## src/brake_seq_pkg.sv

```systemverilog
// Summary of operation
// servo ready stays low while main supply is absent.
// servo ready rises about 1.5 s after main supply comes up.
// enable request is ignored until servo ready is high.
// active enable request turns the power stage on, motor excited.
// inactive request or alarm turns the power stage off, motor free.
// control supply must come no later than main supply.
// motor is stationary below standstill threshold, 0 to 1000 r/min, default 5.
// stationary stop holds current, applies brake, frees after hold time, default 150 ms.
// brake releases brake_open_delay after current on, 0 to 1000 ms, default 0.
// running stop cuts current at once and keeps brake released.
// running brake applies at wait limit or at running brake speed, whichever first.
// running brake speed setting spans 0 to 3000 r/min, default 100.
// brake output high releases the brake relay, low applies it.
// speed above threshold at enable removal selects the running sequence.
// all delays count a one millisecond tick, restarted at sequence start; for the ready delay the code clears only the ms count, the tick runs free.
// alarm while enabled chooses stop sequence like enable removal; the code does so only above standstill threshold, else frees the motor at once.
package brake_seq_pkg;
	localparam int CLK_HZ = 40000000;
	localparam int TICK_CYCLES = CLK_HZ / 1000;
	localparam int READY_DELAY_MS = 1500;
	localparam logic [15:0] STANDSTILL_SPEED_DEF = 16'h0005;
	localparam logic [15:0] HOLD_TIME_DEF = 16'h0096;
	localparam logic [15:0] WAIT_LIMIT_DEF = 16'h0000;
	localparam logic [15:0] RUN_BRAKE_SPEED_DEF = 16'h0064;
	localparam logic [15:0] OPEN_DELAY_DEF = 16'h0000;
	localparam logic [15:0] STANDSTILL_SPEED_MAX = 16'h03e8;
	localparam logic [15:0] HOLD_TIME_MAX = 16'h07d0;
	localparam logic [15:0] WAIT_LIMIT_MAX = 16'h07d0;
	localparam logic [15:0] RUN_BRAKE_SPEED_MAX = 16'h0bb8;
	localparam logic [15:0] OPEN_DELAY_MAX = 16'h03e8;
	localparam logic [7:0] ADR_STANDSTILL = 8'h00;
	localparam logic [7:0] ADR_HOLD = 8'h04;
	localparam logic [7:0] ADR_WAIT = 8'h08;
	localparam logic [7:0] ADR_RUNSPD = 8'h0c;
	localparam logic [7:0] ADR_OPEN = 8'h10;
	localparam logic [7:0] ADR_STATUS = 8'h14;

	typedef enum logic [2:0] {
		ST_OFF = 3'b000,
		ST_READY = 3'b001,
		ST_ON = 3'b011,
		ST_HOLD = 3'b010,
		ST_COAST = 3'b110
	} seq_state_t;

	typedef struct packed {
		logic [15:0] standstill_speed_threshold;
		logic [15:0] standstill_brake_hold_time;
		logic [15:0] running_brake_wait_limit;
		logic [15:0] running_brake_speed;
		logic [15:0] brake_open_delay;
	} cfg_t;

	typedef struct packed {
		cfg_t cfg;
		seq_state_t state;
		logic [15:0] tick_cnt;
		logic [15:0] ms_cnt;
		logic servo_ready;
		logic power_on;
		logic brake_release;
		logic ack;
		logic [31:0] rdata;
	} state_t;
endpackage : brake_seq_pkg

```

## src/servo_enable_brake_sequencer.sv

```systemverilog
`timescale 1ns/1ps
`default_nettype none
module servo_enable_brake_sequencer #(
	parameter int TICK_CYCLES = brake_seq_pkg::TICK_CYCLES,
	parameter int READY_DELAY_MS = brake_seq_pkg::READY_DELAY_MS
) (
	input wire logic clk_in,
	input wire logic sys_rst_in,
	input wire logic wb_cyc_in,
	input wire logic wb_stb_in,
	input wire logic wb_we_in,
	input wire logic [7:0] wb_adr_in,
	input wire logic [3:0] wb_sel_in,
	input wire logic [31:0] wb_dat_in,
	output logic [31:0] wb_dat_out,
	output logic wb_ack_out,
	input wire logic main_supply_in,
	input wire logic servo_enable_request_in,
	input wire logic alarm_in,
	input wire logic [15:0] motor_speed_in,
	output logic servo_ready_out,
	output logic power_stage_on_out,
	output logic brake_release_out,
	output logic ms_tick_out
);
	brake_seq_pkg::state_t s_r;
	brake_seq_pkg::state_t s_nxt;
	logic tick;
	logic stopping;
	logic fast;

	// write with lower halfword lanes, value clamped to its documented top
	function automatic logic [15:0] wr16(input logic [15:0] old, input logic [31:0] d,
		input logic [3:0] sel, input logic [15:0] top);
		logic [15:0] v;
		v = old;
		if (sel[0]) v[7:0] = d[7:0];
		if (sel[1]) v[15:8] = d[15:8];
		if (v > top) v = top;
		return v;
	endfunction : wr16

	assign tick = (s_r.tick_cnt == 16'(TICK_CYCLES - 1));
	assign stopping = !servo_enable_request_in || alarm_in;
	assign fast = (motor_speed_in > s_r.cfg.standstill_speed_threshold);

	always_comb begin
		s_nxt = s_r;
		s_nxt.tick_cnt = tick ? 16'h0000 : s_r.tick_cnt + 16'h0001;
		if (tick && s_r.ms_cnt != 16'hffff) begin
			s_nxt.ms_cnt = s_r.ms_cnt + 16'h0001;
		end
		// bus slave: ack one cycle, dropped after it was given
		s_nxt.ack = wb_cyc_in && wb_stb_in && !s_r.ack;
		if (wb_cyc_in && wb_stb_in && !s_r.ack) begin
			s_nxt.rdata = 32'h00000000;
			case (wb_adr_in)
				brake_seq_pkg::ADR_STANDSTILL: s_nxt.rdata = {16'h0000, s_r.cfg.standstill_speed_threshold};
				brake_seq_pkg::ADR_HOLD: s_nxt.rdata = {16'h0000, s_r.cfg.standstill_brake_hold_time};
				brake_seq_pkg::ADR_WAIT: s_nxt.rdata = {16'h0000, s_r.cfg.running_brake_wait_limit};
				brake_seq_pkg::ADR_RUNSPD: s_nxt.rdata = {16'h0000, s_r.cfg.running_brake_speed};
				brake_seq_pkg::ADR_OPEN: s_nxt.rdata = {16'h0000, s_r.cfg.brake_open_delay};
				brake_seq_pkg::ADR_STATUS: s_nxt.rdata = {26'h0000000, s_r.state, s_r.brake_release,
					s_r.power_on, s_r.servo_ready};
				default: s_nxt.rdata = 32'h00000000;
			endcase
			if (wb_we_in) begin
				case (wb_adr_in)
					brake_seq_pkg::ADR_STANDSTILL: s_nxt.cfg.standstill_speed_threshold = wr16(
						s_r.cfg.standstill_speed_threshold, wb_dat_in, wb_sel_in,
						brake_seq_pkg::STANDSTILL_SPEED_MAX);
					brake_seq_pkg::ADR_HOLD: s_nxt.cfg.standstill_brake_hold_time = wr16(
						s_r.cfg.standstill_brake_hold_time, wb_dat_in, wb_sel_in, brake_seq_pkg::HOLD_TIME_MAX);
					brake_seq_pkg::ADR_WAIT: s_nxt.cfg.running_brake_wait_limit = wr16(
						s_r.cfg.running_brake_wait_limit, wb_dat_in, wb_sel_in, brake_seq_pkg::WAIT_LIMIT_MAX);
					brake_seq_pkg::ADR_RUNSPD: s_nxt.cfg.running_brake_speed = wr16(
						s_r.cfg.running_brake_speed, wb_dat_in, wb_sel_in, brake_seq_pkg::RUN_BRAKE_SPEED_MAX);
					brake_seq_pkg::ADR_OPEN: s_nxt.cfg.brake_open_delay = wr16(
						s_r.cfg.brake_open_delay, wb_dat_in, wb_sel_in, brake_seq_pkg::OPEN_DELAY_MAX);
					default: ;
				endcase
			end
		end
		case (s_r.state)
			brake_seq_pkg::ST_OFF: begin
				s_nxt.servo_ready = 1'b0;
				s_nxt.power_on = 1'b0;
				s_nxt.brake_release = 1'b0;
				if (!main_supply_in) begin
					s_nxt.ms_cnt = 16'h0000;
				end else if (s_r.ms_cnt >= 16'(READY_DELAY_MS)) begin
					s_nxt.state = brake_seq_pkg::ST_READY;
					s_nxt.servo_ready = 1'b1;
				end
			end
			brake_seq_pkg::ST_READY: begin
				s_nxt.power_on = 1'b0;
				s_nxt.brake_release = 1'b0;
				if (servo_enable_request_in && !alarm_in) begin
					s_nxt.state = brake_seq_pkg::ST_ON;
					s_nxt.power_on = 1'b1;
					s_nxt.ms_cnt = 16'h0000;
					s_nxt.tick_cnt = 16'h0000;
				end
			end
			brake_seq_pkg::ST_ON: begin
				if (!s_r.brake_release && s_r.ms_cnt >= s_r.cfg.brake_open_delay) begin
					s_nxt.brake_release = 1'b1;
				end
				if (stopping) begin
					s_nxt.ms_cnt = 16'h0000;
					s_nxt.tick_cnt = 16'h0000;
					if (fast) begin
						// brake never lifted yet: nothing left to time, so no wait blocks a re-enable
						s_nxt.state = s_r.brake_release ? brake_seq_pkg::ST_COAST : brake_seq_pkg::ST_READY;
						s_nxt.power_on = 1'b0;
						s_nxt.brake_release = s_r.brake_release;
					end else if (alarm_in) begin
						// an alarm frees the motor at once, no holding current and no hold timing
						s_nxt.state = brake_seq_pkg::ST_READY;
						s_nxt.power_on = 1'b0;
						s_nxt.brake_release = 1'b0;
					end else begin
						s_nxt.state = brake_seq_pkg::ST_HOLD;
						s_nxt.brake_release = 1'b0;
					end
				end
			end
			brake_seq_pkg::ST_HOLD: begin
				s_nxt.brake_release = 1'b0;
				if (alarm_in) begin
					s_nxt.state = brake_seq_pkg::ST_READY;
					s_nxt.power_on = 1'b0;
				end
				if (s_r.ms_cnt >= s_r.cfg.standstill_brake_hold_time) begin
					s_nxt.state = brake_seq_pkg::ST_READY;
					s_nxt.power_on = 1'b0;
				end
			end
			brake_seq_pkg::ST_COAST: begin
				s_nxt.power_on = 1'b0;
				if (s_r.ms_cnt >= s_r.cfg.running_brake_wait_limit
					|| motor_speed_in <= s_r.cfg.running_brake_speed) begin
					s_nxt.state = brake_seq_pkg::ST_READY;
					s_nxt.brake_release = 1'b0;
				end
			end
			default: begin
				s_nxt.state = brake_seq_pkg::ST_OFF;
			end
		endcase
		// losing main supply drops everything back to not ready
		if (!main_supply_in) begin
			s_nxt.state = brake_seq_pkg::ST_OFF;
			// a short dip must not leave a stale count that makes ready come back early
			s_nxt.ms_cnt = 16'h0000;
			s_nxt.servo_ready = 1'b0;
			s_nxt.power_on = 1'b0;
			s_nxt.brake_release = 1'b0;
		end
	end

	always_ff @(posedge clk_in or posedge sys_rst_in) begin
		if (sys_rst_in) begin
			s_r.cfg.standstill_speed_threshold <= brake_seq_pkg::STANDSTILL_SPEED_DEF;
			s_r.cfg.standstill_brake_hold_time <= brake_seq_pkg::HOLD_TIME_DEF;
			s_r.cfg.running_brake_wait_limit <= brake_seq_pkg::WAIT_LIMIT_DEF;
			s_r.cfg.running_brake_speed <= brake_seq_pkg::RUN_BRAKE_SPEED_DEF;
			s_r.cfg.brake_open_delay <= brake_seq_pkg::OPEN_DELAY_DEF;
			s_r.state <= brake_seq_pkg::ST_OFF;
			s_r.tick_cnt <= 16'h0000;
			s_r.ms_cnt <= 16'h0000;
			s_r.servo_ready <= 1'b0;
			s_r.power_on <= 1'b0;
			s_r.brake_release <= 1'b0;
			s_r.ack <= 1'b0;
			s_r.rdata <= 32'h00000000;
		end else begin
			s_r <= s_nxt;
		end
	end

	assign wb_dat_out = s_r.rdata;
	assign wb_ack_out = s_r.ack;
	assign servo_ready_out = s_r.servo_ready;
	assign power_stage_on_out = s_r.power_on;
	assign brake_release_out = s_r.brake_release;
	assign ms_tick_out = tick;
endmodule : servo_enable_brake_sequencer
`default_nettype wire

```

## config.mk

```make
export PLATFORM = sky130hd
export DESIGN_NAME = servo_enable_brake_sequencer
export DESIGN_NICKNAME = d
export VERILOG_FILES = /design/src/brake_seq_pkg.sv /design/src/servo_enable_brake_sequencer.sv
export SDC_FILE = /design/constraint.sdc
export NUM_CORES = 1
export LEC_CHECK = 0
export ABC_CLOCK_PERIOD_IN_PS = 9000
export BUFFER_PORTS_ARGS = -buffer_cell sky130_fd_sc_hd__buf_2
export CAP_MARGIN = 0
export CORE_ASPECT_RATIO = 1.2
export CORE_MARGIN = 4
export CORE_UTILIZATION = 66
export CTS_BUF_LIST = sky130_fd_sc_hd__clkbuf_8
export DETAILED_ROUTE_END_ITERATION = 8
export PLACE_DENSITY = 0.95
export SYNTH_ARGS = -nofsm -noshare
export SYNTH_HDL_FRONTEND = slang
export SYNTH_SLANG_ARGS = --single-unit
```

## constraint.sdc

```tcl
create_clock -name clk_in -period 9 [get_ports clk_in]
set_input_delay 0.9 -clock clk_in [delete_from_list [all_inputs] [get_ports clk_in]]
set_output_delay 0.9 -clock clk_in [all_outputs]
set_load 0.01 [all_outputs]
```

==> reports/metrics.csv <==
stage,metric,value,unit
layout,drive_gt1_share,13.8,%
worst_setup_path,worstPathArrival,3780,ps
timing,tightest_slew,1220,ps
timing,setup_viol,0,
synth,ys_ff_latch,135,
routing,post_drt_wl_per_cell,20.8,um
floorplan,coreArea,13200,um^2
routing,first_pass_iters,8,
layout,mostFrequentLayoutCells,"dfrtp_1, inv_1, nor2_1",
layout,fill_cells,927,
worst_setup_path,end_kind,flip-flop,
timing,hold_viol,0,
global_route,grt_overflow,0,
worst_setup_path,crit_cells,9,
layout,nNetsFinal,1143,
layout,seqCellArea,3390,um^2
global_route,grt_pass1_vias,7802,
timing,max_freq,0.294,GHz
clock_network,cts-resized-gates,0,
synth,synth_xor_area_share,2.78,%
power_and_ir_drop,vdd_drop_max,0.108,mV
routing,avgViaCountPerCell,6.70,
clock_network,hold_buffers,0,
power_and_ir_drop,p_total,1420,uW
floorplan,rows,46,
clock_network,cts_max_level,4,
hold_path,holdPathStages,2,
clock_network,cts_buffers,17,
worst_setup_path,path_class,input port to flip-flop,
timing,finalSetupTns,0,ps
floorplan,die_h,135,um
synth,syn_inst,946,
place,portBuffers,70,
worst_setup_path,reg2regPathDepth,9,
routing,drc,0,
global_route,grt_max_degree,79,
clock_network,clock_path_buffers,2,
clock_network,clk_latency,470,ps
clock_network,root_buffer,clkbuf_8,
global_route,grt_pass1_wl,39400,um
worst_setup_path,crit_fanout,4,
power_and_ir_drop,powerDensity,149,nW/um^2
worst_setup_path,required,9370,ps
routing,first_iter_violations,1103,
synth,avgSynthCellArea,9.32,um^2
routing,antenna_left,0,
timing,slew-limit-headroom,18.6,%
clock_network,cts.sinks,135,
place,place_congestion,0.992,
synth,yosys.area_share.simple,16.6,%
layout,multi_input_area,4780,um^2
floorplan,fp.dieArea,15300,um^2
timing,setup_ws,5600,ps
outcome,status,finished clean,
worst_setup_path,cp_top_family,compound AO/OA/AOI/OAI gates,
synth,async_flop_share,100,%
timing,rsz0062_at_grt,no,
worst_setup_path,path_cells,buf_2 > ha_1 > and3_1 > nand4_1 > a21oi_1 > a2111oi_0 > a211oi_1 > or4b_1 > o22ai_1,
floorplan,ioPinCount,105,
timing,slew_viol_final,0,
synth,synth-main-ff-cell,dfrtp_1,
worst_setup_path,slowest_delay,870,ps
clock_network,post_cts_buffers,0,
synth,ys_seq_area_share,38.4,%
place,place_ws,5250,ps
global_route,grt_antenna_before_repair,0,
place,hpwl,18700,um
synth,synth.area.mux_share,0.454,%
global_route,gr-usage-all-layers,32.9,%
timing,post-route-min-period,3400,ps
timing,fin_skew,12.4,ps
clock_network,clkSlewWorstSetupHoldPaths,70,ps
hold_path,worstHoldPathType,flip-flop to flip-flop,
worst_setup_path,path_buf_inv,1,
synth,synth-edff-count,0,
clock_network,cts_tree,yes,
timing,min_period_over_period,37.8,%
synth,synth_compound_area_share,21.9,%
synth,yosys_warnings,0,
synth,synth_fa_ha_area_share,11.8,%
floorplan,start_util,66.9,%
floorplan,die_width,114,um
worst_setup_path,cp-start-kind,input port,
worst_setup_path,cp_slowest_cell,a2111oi_0,
flow_run,cap_violations,0,
routing,vias,7871,
synth,synth_area,8820,um^2
layout,final_common_cell,dfrtp_1,
synth,synth_top_family_by_area,compound AO/OA/AOI/OAI gates,
layout,syn2layout_area_growth,8.40,%
power_and_ir_drop,p_leak,0.00456,uW
synth,synth_cell_types,85,
routing,wirelength,24400,um
[through the flow]
stage | cell area [um^2] | util [%] | hold slack, ps | instances
after global placement | 9110 | 69.1 | 457 | 1141
after floorplan | 8870 | - | 451 | 961
final | 9560 | 72.5 | 479 | 1175
after detailed placement | 9110 | 69.1 | 469 | 1141
after global routing | 9550 | 72.5 | 526 | 1173
after CTS | 9550 | 72.5 | 485 | 1173
[where the power goes]
part | switching, uW | total (uW) | internal, uW
Clock | 247 | 561 | 314
Sequential | 39.5 | 672 | 633
Combinational | 118 | 187 | 69.4
Total | 404 | 1420 | 1020
[Yosys cell counts (8+ instances only)]
library cell | count | share of area [%]
xnor2_1 | 13 | 1.3
xor2_1 | 15 | 1.5
ha_1 | 83 | 12
a222oi_1 | 16 | 1.8
a21o_1 | 10 | 0.85
o21ai_0 | 51 | 2.9
dfstp_2 | 9 | 2.7
nor3_1 | 12 | 0.68
a21oi_1 | 39 | 2.2
nand2_1 | 46 | 2.0
clkbuf_1 | 24 | 1.0
nor2_1 | 89 | 3.8
nand2b_1 | 11 | 0.78
a22o_1 | 28 | 2.8
a211oi_1 | 12 | 1.0
nand3_1 | 31 | 1.8
a2bb2oi_1 | 13 | 1.3
inv_1 | 90 | 3.8
a22oi_1 | 20 | 1.7
or4_1 | 8 | 0.68
and3_1 | 10 | 0.71
a31oi_1 | 9 | 0.64
dfrtp_1 | 126 | 36
nand4_1 | 27 | 1.9
o211ai_1 | 8 | 0.68
buf_4 | 32 | 2.7
[final cells by class]
type	count	area share, %
Antenna cell	2	0.0524
Clock buffer	19	2.74
Clock inverter	13	1.89
Inverter	92	3.64
Multi-Input combinational cell	671	50.0
Sequential cell	135	35.5
Tap cell	168	2.20
Timing Repair Buffer	75	4.06
[sequential cells by signal (all words and copies together) (netlist names)]
name,cells
s_r,115
brake_release_out,1
servo_ready_out,1
power_stage_on_out,1
wb_dat_out,16
wb_ack_out,1
[metal layers]
layer,GRT usage (%),vias to the layer above,routed length [um]
li1,-,3541,-
met1,40.9,3713,9070
met2,53.1,504,11700
met3,7.40,113,2270
met4,18.3,0,1340
met5,0,-,0
[cell families (layout without fill, tap and decap cells)]
kind of cell | count (synthesis) | in the layout
fa+ha+maj | 83 | 83
mux | 4 | 4
xor+xnor | 28 | 28
buf+inv | 155 | 199
compound gates | 263 | 263
simple gates | 277 | 277
flops | 135 | 135
other cells | 1 | 18
[tightest hold or removal path: stages (launching register included)]
cell and delay (ps):
dfrtp_1 340, nand2_1 50, o21ai_0 60
[final timing paths]
check / slack, ps / start / to
min in group asynchronous: 550 / sys_rst_in / s_r[82]
max in group asynchronous: 7010 / sys_rst_in / s_r[88]
setup reg to reg: 5630 / s_r[92] / s_r[68]
setup / recovery: 5600 / motor_speed_in[15] / s_r[68]
hold / removal: 480 / wb_dat_out[5] / wb_dat_out[5]
hold reg to reg: 480 / wb_dat_out[5] / wb_dat_out[5]
(Power assumes the default switching activity.)
